<file path="config.mk">
export PLATFORM = sky130hd
export DESIGN_NAME = spmsp_port
export DESIGN_NICKNAME = d
export VERILOG_FILES = /design/src/verilog/spmsp_pkg.sv /design/src/verilog/spmsp_port.sv
export VERILOG_INCLUDE_DIRS = /design/src /design/src/verilog
export SDC_FILE = /design/constraint.sdc
export NUM_CORES = 1
export LEC_CHECK = 0
export BUFFER_PORTS_ARGS = -buffer_cell sky130_fd_sc_hd__buf_4
export CORE_MARGIN = 3
export CORE_UTILIZATION = 60
export DETAILED_ROUTE_END_ITERATION = 10
export HOLD_SLACK_MARGIN = 0.1
export PLACE_DENSITY = 0.83
export SLEW_MARGIN = 20
export SYNTH_ARGS = -nofsm -noshare
export SYNTH_HDL_FRONTEND = slang
export SYNTH_SLANG_ARGS = --single-unit
</file>
<file path="constraint.sdc">
create_clock -name sys_clk -period 7.7 [get_ports sys_clk]
set_input_delay 1.54 -clock sys_clk [delete_from_list [all_inputs] [get_ports sys_clk]]
set_output_delay 1.54 -clock sys_clk [all_outputs]
set_load 0.05 [all_outputs]
</file>
<file path="src/verilog/spmsp_regs.svh">
// register map, field positions, reset values and clock divider constants
`ifndef SPMSP_REGS_SVH
`define SPMSP_REGS_SVH

`define SPMSP_IDX_STATUS 12'h240
`define SPMSP_IDX_CONTROL 12'h242
`define SPMSP_IDX_BUFFER 12'h244
`define SPMSP_IDX_IRQ 12'h246
`define SPMSP_ADDR_STATUS 12'(`SPMSP_IDX_STATUS * 4)
`define SPMSP_ADDR_CONTROL 12'(`SPMSP_IDX_CONTROL * 4)
`define SPMSP_ADDR_BUFFER 12'(`SPMSP_IDX_BUFFER * 4)
`define SPMSP_ADDR_IRQ 12'(`SPMSP_IDX_IRQ * 4)

`define SPMSP_STAT_ENABLE 15
`define SPMSP_STAT_STOP_IDLE 13
`define SPMSP_STAT_OVERFLOW 6
`define SPMSP_STAT_TX_FULL 1
`define SPMSP_STAT_RX_FULL 0
`define SPMSP_CTRL_WORD_SIZE 10
`define SPMSP_CTRL_WRITE_MASK 16'h6FFF
`define SPMSP_IRQ_FLAG 0
`define SPMSP_IRQ_ENABLE 1
`define SPMSP_RESET_VALUE 16'h0000

`define SPMSP_PRI_DIV0 10'h040
`define SPMSP_PRI_DIV1 10'h010
`define SPMSP_PRI_DIV2 10'h004
`define SPMSP_PRI_DIV3 10'h001
`define SPMSP_SEC_BASE 10'h008
`define SPMSP_LAST_EDGE8 5'h0F
`define SPMSP_LAST_EDGE16 5'h1F

`endif
</file>
<file path="src/verilog/spmsp_pkg.sv">
// types shared by the serial port design
package spmsp_pkg;

  typedef struct packed {
    logic rsv15;
    logic framingEnable;
    logic frameSyncDirection;
    logic rsv12;
    logic serialOutDisable;
    logic wordSizeSelect;
    logic inputSamplePhase;
    logic clockEdgeSelect;
    logic selectControlEnable;
    logic clockIdlePolarity;
    logic masterSelect;
    logic [2:0] secondaryPrescale;
    logic [1:0] primaryPrescale;
  } spmsp_ctrl_s;

  typedef struct packed {
    logic sckOut;
    logic sckOeN;
    logic sdoOut;
    logic sdoOeN;
    logic ssOut;
    logic ssOeN;
  } spmsp_pins_s;

  typedef enum logic [1:0] {
    ST_IDLE,
    ST_FRAME,
    ST_SHIFT
  } spmsp_state_e;

endpackage : spmsp_pkg

</file>
<file path="src/verilog/spmsp_port.sv">
// serial peripheral port, master or slave, with apb register access
//
// Overview of operation
// - one 16-bit shift register plus buffer
// - master drives clock pin, slave receives it
// - 8 or 16 pulses shift out and in
// - completion sets flag; irq only when enabled
// - completed word copied to receive buffer
// - full receive buffer sets overflow, drops word
// - overflow freezes port until buffer read
// - written transmit word loaded for next transfer
// - one address: write transmit, read receive
// - master starts on write, flag on last bit's sample edge
// - slave shifts on external edges, flag on latch
// - bit clock is half clock through prescalers
// - edge select and idle polarity bits
// - word size picks out bit 15 or 7
// - word size change resets the port
// - disable bit releases data-out pin
// - framing turns select into sync, direction bit
// - one-cycle high sync, data on next edge
// - slave with select control needs select low
// - select high releases output, restarts transfer
// - sleep aborts transfer, keeps register contents
// - stop-in-idle bit freezes port in idle
`include "spmsp_regs.svh"

module spmsp_port (
  input wire logic sys_clk,
  input wire logic rstn,
  input wire logic psel,
  input wire logic penable,
  input wire logic pwrite,
  input wire logic [11:0] paddr,
  input wire logic [31:0] pwdata,
  output logic [31:0] prdata,
  output logic pready,
  output logic pslverr,
  input wire logic serialClockPinIn,
  input wire logic serialInPin,
  input wire logic slaveSelectPinIn,
  input wire logic cpuSleep,
  input wire logic cpuIdle,
  output spmsp_pkg::spmsp_pins_s pinsOut,
  output logic xferIrq
);
  import spmsp_pkg::*;

  spmsp_ctrl_s ctrl_reg, ctrl_next;
  logic portEnable_reg, portEnable_next, stopInIdle_reg, stopInIdle_next;
  logic overflow_reg, overflow_next, rxFull_reg, rxFull_next, txFull_reg, txFull_next;
  logic [15:0] txBuf_reg, txBuf_next, rxBuf_reg, rxBuf_next, shift_reg, shift_next;
  logic doneFlag_reg, doneFlag_next, doneIe_reg, doneIe_next;
  spmsp_state_e state_reg, state_next;
  logic [4:0] edgeCnt_reg, edgeCnt_next;
  logic sampled_reg, sampled_next, sckLvl_reg, sckLvl_next, sckPrev_reg, sckPrev_next;
  logic [9:0] divCnt_reg, divCnt_next;
  logic [31:0] prdata_reg, prdata_next;
  logic pready_reg, pready_next, pslverr_reg, pslverr_next, irq_reg, irq_next;
  spmsp_pins_s pins_reg, pins_next;

  logic setupPhase, wrAcc, rdAcc, hitStatus, hitControl, hitBuffer, hitIrq;
  logic running, modeChange, slaveDeselect, abort, edgeOk, isLead;
  logic sampleEdge, shiftEdge, xferDone, framed;
  logic [4:0] lastEdge;
  logic [9:0] priDiv, halfTicks;
  logic [15:0] doneWord;

  assign setupPhase = psel & ~penable;
  assign wrAcc = psel & penable & pready_reg & pwrite;
  assign rdAcc = psel & penable & pready_reg & ~pwrite;
  assign hitStatus = paddr == `SPMSP_ADDR_STATUS;
  assign hitControl = paddr == `SPMSP_ADDR_CONTROL;
  assign hitBuffer = paddr == `SPMSP_ADDR_BUFFER;
  assign hitIrq = paddr == `SPMSP_ADDR_IRQ;
  assign framed = ctrl_reg.framingEnable;

  // idle freeze holds state, sleep aborts it
  assign running = portEnable_reg & ~cpuSleep & ~(cpuIdle & stopInIdle_reg);
  assign modeChange = wrAcc & hitControl &
    (pwdata[`SPMSP_CTRL_WORD_SIZE] != ctrl_reg.wordSizeSelect);
  assign slaveDeselect = ~ctrl_reg.masterSelect & ctrl_reg.selectControlEnable &
    ~framed & slaveSelectPinIn;
  assign abort = ~portEnable_reg | cpuSleep | modeChange | slaveDeselect;
  assign lastEdge = ctrl_reg.wordSizeSelect ? `SPMSP_LAST_EDGE16 : `SPMSP_LAST_EDGE8;

  // divide codes are fixed integers on the half-rate clock
  always_comb begin
    case (ctrl_reg.primaryPrescale)
      2'h0: priDiv = `SPMSP_PRI_DIV0;
      2'h1: priDiv = `SPMSP_PRI_DIV1;
      2'h2: priDiv = `SPMSP_PRI_DIV2;
      default: priDiv = `SPMSP_PRI_DIV3;
    endcase
    halfTicks = 10'(priDiv * (`SPMSP_SEC_BASE - {7'h00, ctrl_reg.secondaryPrescale}));
  end

  // master toggles every halfTicks cycles: bit period is two half periods of fosc/2 steps
  always_comb begin
    if (ctrl_reg.masterSelect) begin
      edgeOk = running & ~overflow_reg & (state_reg != ST_IDLE) & (divCnt_reg == 10'h000);
      isLead = sckLvl_reg == ctrl_reg.clockIdlePolarity;
    end else begin
      edgeOk = running & ~overflow_reg & (serialClockPinIn != sckPrev_reg);
      isLead = serialClockPinIn != ctrl_reg.clockIdlePolarity;
    end
  end

  // even edges lead; edge select picks which parity moves data
  always_comb begin
    sampleEdge = ctrl_reg.clockEdgeSelect ? ~edgeCnt_reg[0] : edgeCnt_reg[0];
    shiftEdge = ~sampleEdge & (edgeCnt_reg != lastEdge) &
      ~(~ctrl_reg.clockEdgeSelect & (edgeCnt_reg == 5'h00));
    xferDone = edgeOk & (state_reg == ST_SHIFT) & sampleEdge &
      (edgeCnt_reg >= lastEdge - 5'h01);
    if (ctrl_reg.wordSizeSelect) begin
      doneWord = {shift_reg[14:0], serialInPin};
    end else begin
      doneWord = {8'h00, shift_reg[6:0], serialInPin};
    end
  end

  always_comb begin
    state_next = state_reg;
    edgeCnt_next = edgeCnt_reg;
    shift_next = shift_reg;
    sampled_next = sampled_reg;
    sckLvl_next = sckLvl_reg;
    sckPrev_next = serialClockPinIn;
    divCnt_next = divCnt_reg;
    txFull_next = txFull_reg;
    if (abort) begin
      state_next = ST_IDLE;
      edgeCnt_next = 5'h00;
      sckLvl_next = ctrl_reg.clockIdlePolarity;
      divCnt_next = 10'h000;
    end else if (running) begin
      if (ctrl_reg.masterSelect && state_reg != ST_IDLE && !overflow_reg) begin
        divCnt_next = (divCnt_reg == 10'h000) ? halfTicks - 10'h001 : divCnt_reg - 10'h001;
        if (edgeOk) begin
          sckLvl_next = ~sckLvl_reg;
        end
      end
      case (state_reg)
        ST_IDLE: begin
          sckLvl_next = ctrl_reg.clockIdlePolarity;
          edgeCnt_next = 5'h00;
          if (ctrl_reg.masterSelect) begin
            if (txFull_reg && !overflow_reg &&
                (!framed || !ctrl_reg.frameSyncDirection || slaveSelectPinIn)) begin
              shift_next = txBuf_reg;
              txFull_next = 1'b0;
              divCnt_next = halfTicks - 10'h001;
              state_next = framed ? ST_FRAME : ST_SHIFT;
            end
          end else if (!overflow_reg) begin
            if (txFull_reg) begin
              shift_next = txBuf_reg;
              txFull_next = 1'b0;
            end
            state_next = framed ? ST_FRAME : ST_SHIFT;
          end
        end
        ST_FRAME: begin
          // sync cycle: lead edge opens it, trail edge ends it, no data moves
          if (edgeOk) begin
            if (edgeCnt_reg == 5'h00) begin
              if (ctrl_reg.masterSelect || (isLead && slaveSelectPinIn)) begin
                edgeCnt_next = 5'h01;
              end
            end else begin
              edgeCnt_next = 5'h00;
              state_next = ST_SHIFT;
            end
          end
        end
        ST_SHIFT: begin
          if (edgeOk) begin
            if (sampleEdge) begin
              sampled_next = serialInPin;
            end
            if (shiftEdge) begin
              shift_next = {shift_reg[14:0], sampled_reg};
            end
            if (edgeCnt_reg == lastEdge) begin
              state_next = ST_IDLE;
              edgeCnt_next = 5'h00;
            end else begin
              edgeCnt_next = edgeCnt_reg + 5'h01;
            end
          end
        end
        default: state_next = ST_IDLE;
      endcase
    end
    if (modeChange) begin
      txFull_next = 1'b0;
    end
    if (wrAcc && hitBuffer) begin
      txFull_next = 1'b1;
    end
  end

  // software side; hardware sets win over software clears
  always_comb begin
    ctrl_next = ctrl_reg;
    portEnable_next = portEnable_reg;
    stopInIdle_next = stopInIdle_reg;
    overflow_next = overflow_reg;
    rxFull_next = rxFull_reg;
    rxBuf_next = rxBuf_reg;
    txBuf_next = txBuf_reg;
    doneFlag_next = doneFlag_reg;
    doneIe_next = doneIe_reg;
    if (wrAcc && hitStatus) begin
      portEnable_next = pwdata[`SPMSP_STAT_ENABLE];
      stopInIdle_next = pwdata[`SPMSP_STAT_STOP_IDLE];
      if (!pwdata[`SPMSP_STAT_OVERFLOW]) begin
        overflow_next = 1'b0;
      end
    end
    if (wrAcc && hitControl) begin
      ctrl_next = spmsp_ctrl_s'(pwdata[15:0] & `SPMSP_CTRL_WRITE_MASK);
    end
    if (wrAcc && hitBuffer) begin
      txBuf_next = pwdata[15:0];
    end
    if (wrAcc && hitIrq) begin
      doneIe_next = pwdata[`SPMSP_IRQ_ENABLE];
      if (!pwdata[`SPMSP_IRQ_FLAG]) begin
        doneFlag_next = 1'b0;
      end
    end
    if (rdAcc && hitBuffer) begin
      rxFull_next = 1'b0;
      overflow_next = 1'b0;
    end
    if (modeChange) begin
      rxFull_next = 1'b0;
      overflow_next = 1'b0;
    end
    if (xferDone) begin
      doneFlag_next = 1'b1;
      if (rxFull_reg) begin
        overflow_next = 1'b1;
      end else begin
        rxBuf_next = doneWord;
        rxFull_next = 1'b1;
      end
    end
  end

  // apb: answer is ready in the first access cycle, unmapped gives slverr
  always_comb begin
    pready_next = setupPhase;
    pslverr_next = 1'b0;
    prdata_next = 32'h0000_0000;
    if (setupPhase) begin
      if (hitStatus) begin
        prdata_next[`SPMSP_STAT_ENABLE] = portEnable_reg;
        prdata_next[`SPMSP_STAT_STOP_IDLE] = stopInIdle_reg;
        prdata_next[`SPMSP_STAT_OVERFLOW] = overflow_reg;
        prdata_next[`SPMSP_STAT_TX_FULL] = txFull_reg;
        prdata_next[`SPMSP_STAT_RX_FULL] = rxFull_reg;
      end else if (hitControl) begin
        prdata_next[15:0] = ctrl_reg;
      end else if (hitBuffer) begin
        prdata_next[15:0] = rxBuf_reg;
      end else if (hitIrq) begin
        prdata_next[`SPMSP_IRQ_ENABLE] = doneIe_reg;
        prdata_next[`SPMSP_IRQ_FLAG] = doneFlag_reg;
      end else begin
        pslverr_next = 1'b1;
      end
    end
  end

  // pins are registered so every output comes from a flop
  always_comb begin
    pins_next.sckOut = ctrl_reg.masterSelect ? sckLvl_next : 1'b0;
    pins_next.sckOeN = ~(portEnable_reg & ctrl_reg.masterSelect);
    pins_next.sdoOut = ctrl_reg.wordSizeSelect ? shift_next[15] : shift_next[7];
    pins_next.sdoOeN = ~(portEnable_reg & ~ctrl_reg.serialOutDisable & ~slaveDeselect);
    pins_next.ssOut = ctrl_reg.masterSelect & (state_next == ST_FRAME);
    pins_next.ssOeN = ~(portEnable_reg & framed & ctrl_reg.masterSelect &
      ~ctrl_reg.frameSyncDirection);
    irq_next = doneFlag_next & doneIe_next;
  end

  always_ff @(posedge sys_clk or negedge rstn) begin
    if (!rstn) begin
      ctrl_reg <= spmsp_ctrl_s'(`SPMSP_RESET_VALUE);
      portEnable_reg <= 1'b0;
      stopInIdle_reg <= 1'b0;
      overflow_reg <= 1'b0;
      rxFull_reg <= 1'b0;
      txFull_reg <= 1'b0;
      txBuf_reg <= `SPMSP_RESET_VALUE;
      rxBuf_reg <= `SPMSP_RESET_VALUE;
      shift_reg <= `SPMSP_RESET_VALUE;
      doneFlag_reg <= 1'b0;
      doneIe_reg <= 1'b0;
      state_reg <= ST_IDLE;
      edgeCnt_reg <= 5'h00;
      sampled_reg <= 1'b0;
      sckLvl_reg <= 1'b0;
      sckPrev_reg <= 1'b0;
      divCnt_reg <= 10'h000;
      prdata_reg <= 32'h0000_0000;
      pready_reg <= 1'b0;
      pslverr_reg <= 1'b0;
      pins_reg <= 6'h15;
      irq_reg <= 1'b0;
    end else begin
      ctrl_reg <= ctrl_next;
      portEnable_reg <= portEnable_next;
      stopInIdle_reg <= stopInIdle_next;
      overflow_reg <= overflow_next;
      rxFull_reg <= rxFull_next;
      txFull_reg <= txFull_next;
      txBuf_reg <= txBuf_next;
      rxBuf_reg <= rxBuf_next;
      shift_reg <= shift_next;
      doneFlag_reg <= doneFlag_next;
      doneIe_reg <= doneIe_next;
      state_reg <= state_next;
      edgeCnt_reg <= edgeCnt_next;
      sampled_reg <= sampled_next;
      sckLvl_reg <= sckLvl_next;
      sckPrev_reg <= sckPrev_next;
      divCnt_reg <= divCnt_next;
      prdata_reg <= prdata_next;
      pready_reg <= pready_next;
      pslverr_reg <= pslverr_next;
      pins_reg <= pins_next;
      irq_reg <= irq_next;
    end
  end

  assign prdata = prdata_reg;
  assign pready = pready_reg;
  assign pslverr = pslverr_reg;
  assign pinsOut = pins_reg;
  assign xferIrq = irq_reg;

  property p_overflow_drop;
    @(posedge sys_clk) disable iff (!rstn)
    xferDone && rxFull_reg && !modeChange |=> overflow_reg && $stable(rxBuf_reg);
  endproperty
  a_overflow_drop: assert property (p_overflow_drop) else $error("overflow not flagged");

  property p_rx_copy;
    @(posedge sys_clk) disable iff (!rstn)
    xferDone && !rxFull_reg |=> rxFull_reg && rxBuf_reg == $past(doneWord);
  endproperty
  a_rx_copy: assert property (p_rx_copy) else $error("received word not buffered");

  property p_overflow_freeze;
    @(posedge sys_clk) disable iff (!rstn)
    overflow_reg && !abort ##1 overflow_reg |-> $stable(edgeCnt_reg) && $stable(shift_reg);
  endproperty
  a_overflow_freeze: assert property (p_overflow_freeze) else $error("moved in overflow");

  property p_irq_raise;
    @(posedge sys_clk) disable iff (!rstn)
    xferDone && doneIe_reg && !(wrAcc && hitIrq) |=> xferIrq && doneFlag_reg;
  endproperty
  a_irq_raise: assert property (p_irq_raise) else $error("irq missing after transfer");

  property p_deselect;
    @(posedge sys_clk) disable iff (!rstn)
    slaveDeselect |=> pinsOut.sdoOeN && state_reg == ST_IDLE && edgeCnt_reg == 5'h00;
  endproperty
  a_deselect: assert property (p_deselect) else $error("deselect did not restart");

  property p_sleep_abort;
    @(posedge sys_clk) disable iff (!rstn)
    cpuSleep |=> state_reg == ST_IDLE && $stable(rxBuf_reg) && $stable(ctrl_reg);
  endproperty
  a_sleep_abort: assert property (p_sleep_abort) else $error("sleep did not abort");

  property p_clock_dir;
    @(posedge sys_clk) disable iff (!rstn)
    portEnable_reg |=> pinsOut.sckOeN == !$past(ctrl_reg.masterSelect);
  endproperty
  a_clock_dir: assert property (p_clock_dir) else $error("clock pin direction wrong");

  property p_sdo_disable;
    @(posedge sys_clk) disable iff (!rstn)
    ctrl_reg.serialOutDisable |=> pinsOut.sdoOeN;
  endproperty
  a_sdo_disable: assert property (p_sdo_disable) else $error("data-out driven");

  property p_buffer_read;
    @(posedge sys_clk) disable iff (!rstn)
    setupPhase && hitBuffer |=> pready && prdata[15:0] == $past(rxBuf_reg);
  endproperty
  a_buffer_read: assert property (p_buffer_read) else $error("buffer read wrong");

  property p_mode_reset;
    @(posedge sys_clk) disable iff (!rstn)
    modeChange && !xferDone |=> !rxFull_reg && !overflow_reg && state_reg == ST_IDLE;
  endproperty
  a_mode_reset: assert property (p_mode_reset) else $error("word size change no reset");

  property p_done_count;
    @(posedge sys_clk) disable iff (!rstn)
    xferDone |-> edgeCnt_reg == lastEdge || edgeCnt_reg == lastEdge - 5'h01;
  endproperty
  a_done_count: assert property (p_done_count) else $error("word length wrong");

  c_master_done: cover property (@(posedge sys_clk) ctrl_reg.masterSelect && xferDone);
  c_slave_done: cover property (@(posedge sys_clk) !ctrl_reg.masterSelect && xferDone);
  c_overflow: cover property (@(posedge sys_clk) xferDone && rxFull_reg);
  c_framed: cover property (@(posedge sys_clk) state_reg == ST_FRAME ##1 state_reg == ST_SHIFT);

endmodule : spmsp_port

</file>
==> run metrics <==
status=finished clean; Final Hold Vio Count=0; type of the most critical hold path=flip-flop to flip-flop; TNS Setup=0 ns; first-pass GRT wire length=25160 µm; clock skew=0.01195 ns; CP endpoint kind=flip-flop; mapped cell area=6450 µm²; H-tree levels=4; cells along the critical path=nor3_1 > nand3_1 > ha_1 > fa_1 > ha_1 > a211oi_1 > o21ai_0 > a2111oi_0 > nor3_1 > xnor2_1 > o221ai_1; Buffers on Ports=62; CTS Root Cell=clkbuf_8; Diodes inserted=0; Fmax=259.5 MHz; Slew HR=25.09%; fraction of layout cells with a size suffix above 1=23.86%; Yosys cell types=81; Avg Inst Size Synth=10.61 µm²; critical path startpoint category=flip-flop; # fillers=720; Clk pin slew, worst setup/hold paths=0.06 ns; CP required=8.09 ns; top cells by area, synth=dfrtp_1, mux2_2, ha_1, nand2_1, mux2_1; Hold Buf Count CTS=0; Top FF cell, synth=dfrtp_1; final worst slack=3.846 ns; power density over the cells=185.0 nW/µm²; FF+latch area=2856 µm²; largest net degree at the start of global routing=84; fraction of the yosys area taken by sequential cells=44.29%; count of cells resized by post-cts repair=0; area grow syn2layout=15.42%; antenna viol nets, final=0; critical path type=flip-flop to flip-flop; Worst path max stage delay=0.54 ns; initial antenna violation count=0; leakage=3.597 nW; initial core utilization=62.20%; delay-heaviest family, CP=adder cells; pre-CTS setup slack=3.736 ns; Slew Limit Fails=0; Rows=37; max_cap viols=0; slowest CP cell=fa_1; Max VDD drop=0.2098 mV; die width=109.7 µm; vias in the first global route=5120; hold slack=0.4920 ns; WP buf/inv=0; cells after synthesis=608; Yosys warning count=0; die area=12030 µm²; WL/cell=19.30 µm; Core Area=10370 µm²; actual slew at the worst max-slew pin=1.119 ns; GRT Total Usage=27.48%; CP Max Fanout=5; Post-synth top cells=dfrtp_1, nand2_1, mux2_2, nor2_1; drt drc=0; area used by multi-input combinational logic=3273 µm²; period utilization=50.05%; post-layout min period=3.854 ns; Arr. time, crit path=4.24 ns; Post-DP HPWL=10780 µm; vias per inst=6.263; I/O pin total=95; RePlAce Congestion=0.8900; Vias=5104; DRT iter0 DRCs=451; number of synthesized register bits=114; ys async rst share=100.0%; Num CTS Buffers=17; area leader, netlist=dfrtp_1; RSZ-0062 raised after global routing=false; Post-CTS Setup Bufs=0; Final setup viols=0; die extent in y=109.7 µm; # nets final=754; Skew-Pair Late Insertion Delay=0.53 ns; count of flip-flops with a built-in enable after synthesis=0; gr ovfl total=0; CTS tree=built; Sink Count=114; most frequent cell after synthesis=dfrtp_1; CTS Buffer Depth=2; first-pass iteration count of the detailed router=5; Yosys top cell area share=43.06%; drt total wl=15730 µm
-- where the power goes --
group	switching [mW]	internal, mW	leakage, nW
Combinational	0.0440	0.0179	1.78
Clock	0.280	0.434	0.264
Sequential	0.000448	0.601	1.55
-- worst register-to-register path, cell delays in order, from the launching register on --
cell and delay [ns]:
dfrtp_1 0.43, nor3_1 0.51, nand3_1 0.17, ha_1 0.35, fa_1 0.54, ha_1 0.34, a211oi_1 0.31, o21ai_0 0.18
a2111oi_0 0.42, nor3_1 0.13, xnor2_1 0.20, o221ai_1 0.14
-- cell type report --
type	instances	area share [%]
Multi-Input combinational cell	438	43.97
Inverter	30	1.513
Tap cell	136	2.286
Sequential cell	114	38.37
Clock inverter	13	1.513
Clock buffer	19	5.798
Timing Repair Buffer	65	6.555
-- final timing paths --
check,from,to,slack (ns),cells past startpoint
worst max-delay path,ctrl_reg[4]$_DFFE_PN0P_,divCnt_reg[9]$_DFFE_PN0P_,3.85,11
worst min-delay path,rxBuf_reg[8]$_DFFE_PN0P_,rxBuf_reg[8]$_DFFE_PN0P_,0.49,2
worst max register to register,ctrl_reg[4]$_DFFE_PN0P_,divCnt_reg[9]$_DFFE_PN0P_,3.85,11
worst min register to register,rxBuf_reg[8]$_DFFE_PN0P_,rxBuf_reg[8]$_DFFE_PN0P_,0.49,2
max in group asynchronous,rstn,txBuf_reg[6]$_DFFE_PN0P_,5.39,2
min in group asynchronous,rstn,divCnt_reg[4]$_DFFE_PN0P_,0.94,1
-- routing by layer --
metal | track usage [%] | vias to the layer above | share of wire [%]
met5 | 0 | - | 0
met3 | 6.988 | 29 | 7.0
met2 | 45.07 | 219 | 50
met1 | 35.18 | 2555 | 41
met4 | 10.33 | 0 | 1.7
li1 | - | 2301 | -
-- kinds of logic (layout without fill, tap and decap cells) --
kind of cell | after synthesis | after routing | synth area share (%)
xor+xnor | 13 | 13 | 1.765
flops | 114 | 114 | 44.29
other cells | 1 | 16 | 0.05814
buf+inv | 71 | 127 | 5.839
compound gates | 133 | 133 | 14.03
fa+ha+maj | 34 | 34 | 7.061
simple gates | 182 | 182 | 16.26
mux | 60 | 60 | 10.71
-- placed cells by master, fill, tap and decap left out, types with 13 or more instances in the layout --
master,instances
dfrtp_1,111
buf_4,65
nand2_1,47
mux2_2,37
nor2_1,32
inv_1,30
ha_1,30
o21ai_0,28
a21oi_1,22
a22o_1,16
conb_1,16
clkbuf_16,16
nand3_1,15
mux2_1,15
o21ai_1,13
-- metrics by stage --
step / power, mW / cells / utilization, % / area [µm²]
after CTS: 1.384 / 815 / 71.79 / 7445
after floorplan: 0.6471 / 623 / - / 6506
after detailed placement: 0.6734 / 783 / 66.54 / 6900
final: 1.377 / 815 / 71.79 / 7445
after global placement: 0.6726 / 783 / 66.54 / 6900
after global routing: 1.416 / 815 / 71.79 / 7445
Note: power is estimated with default switching activity, not from simulation.
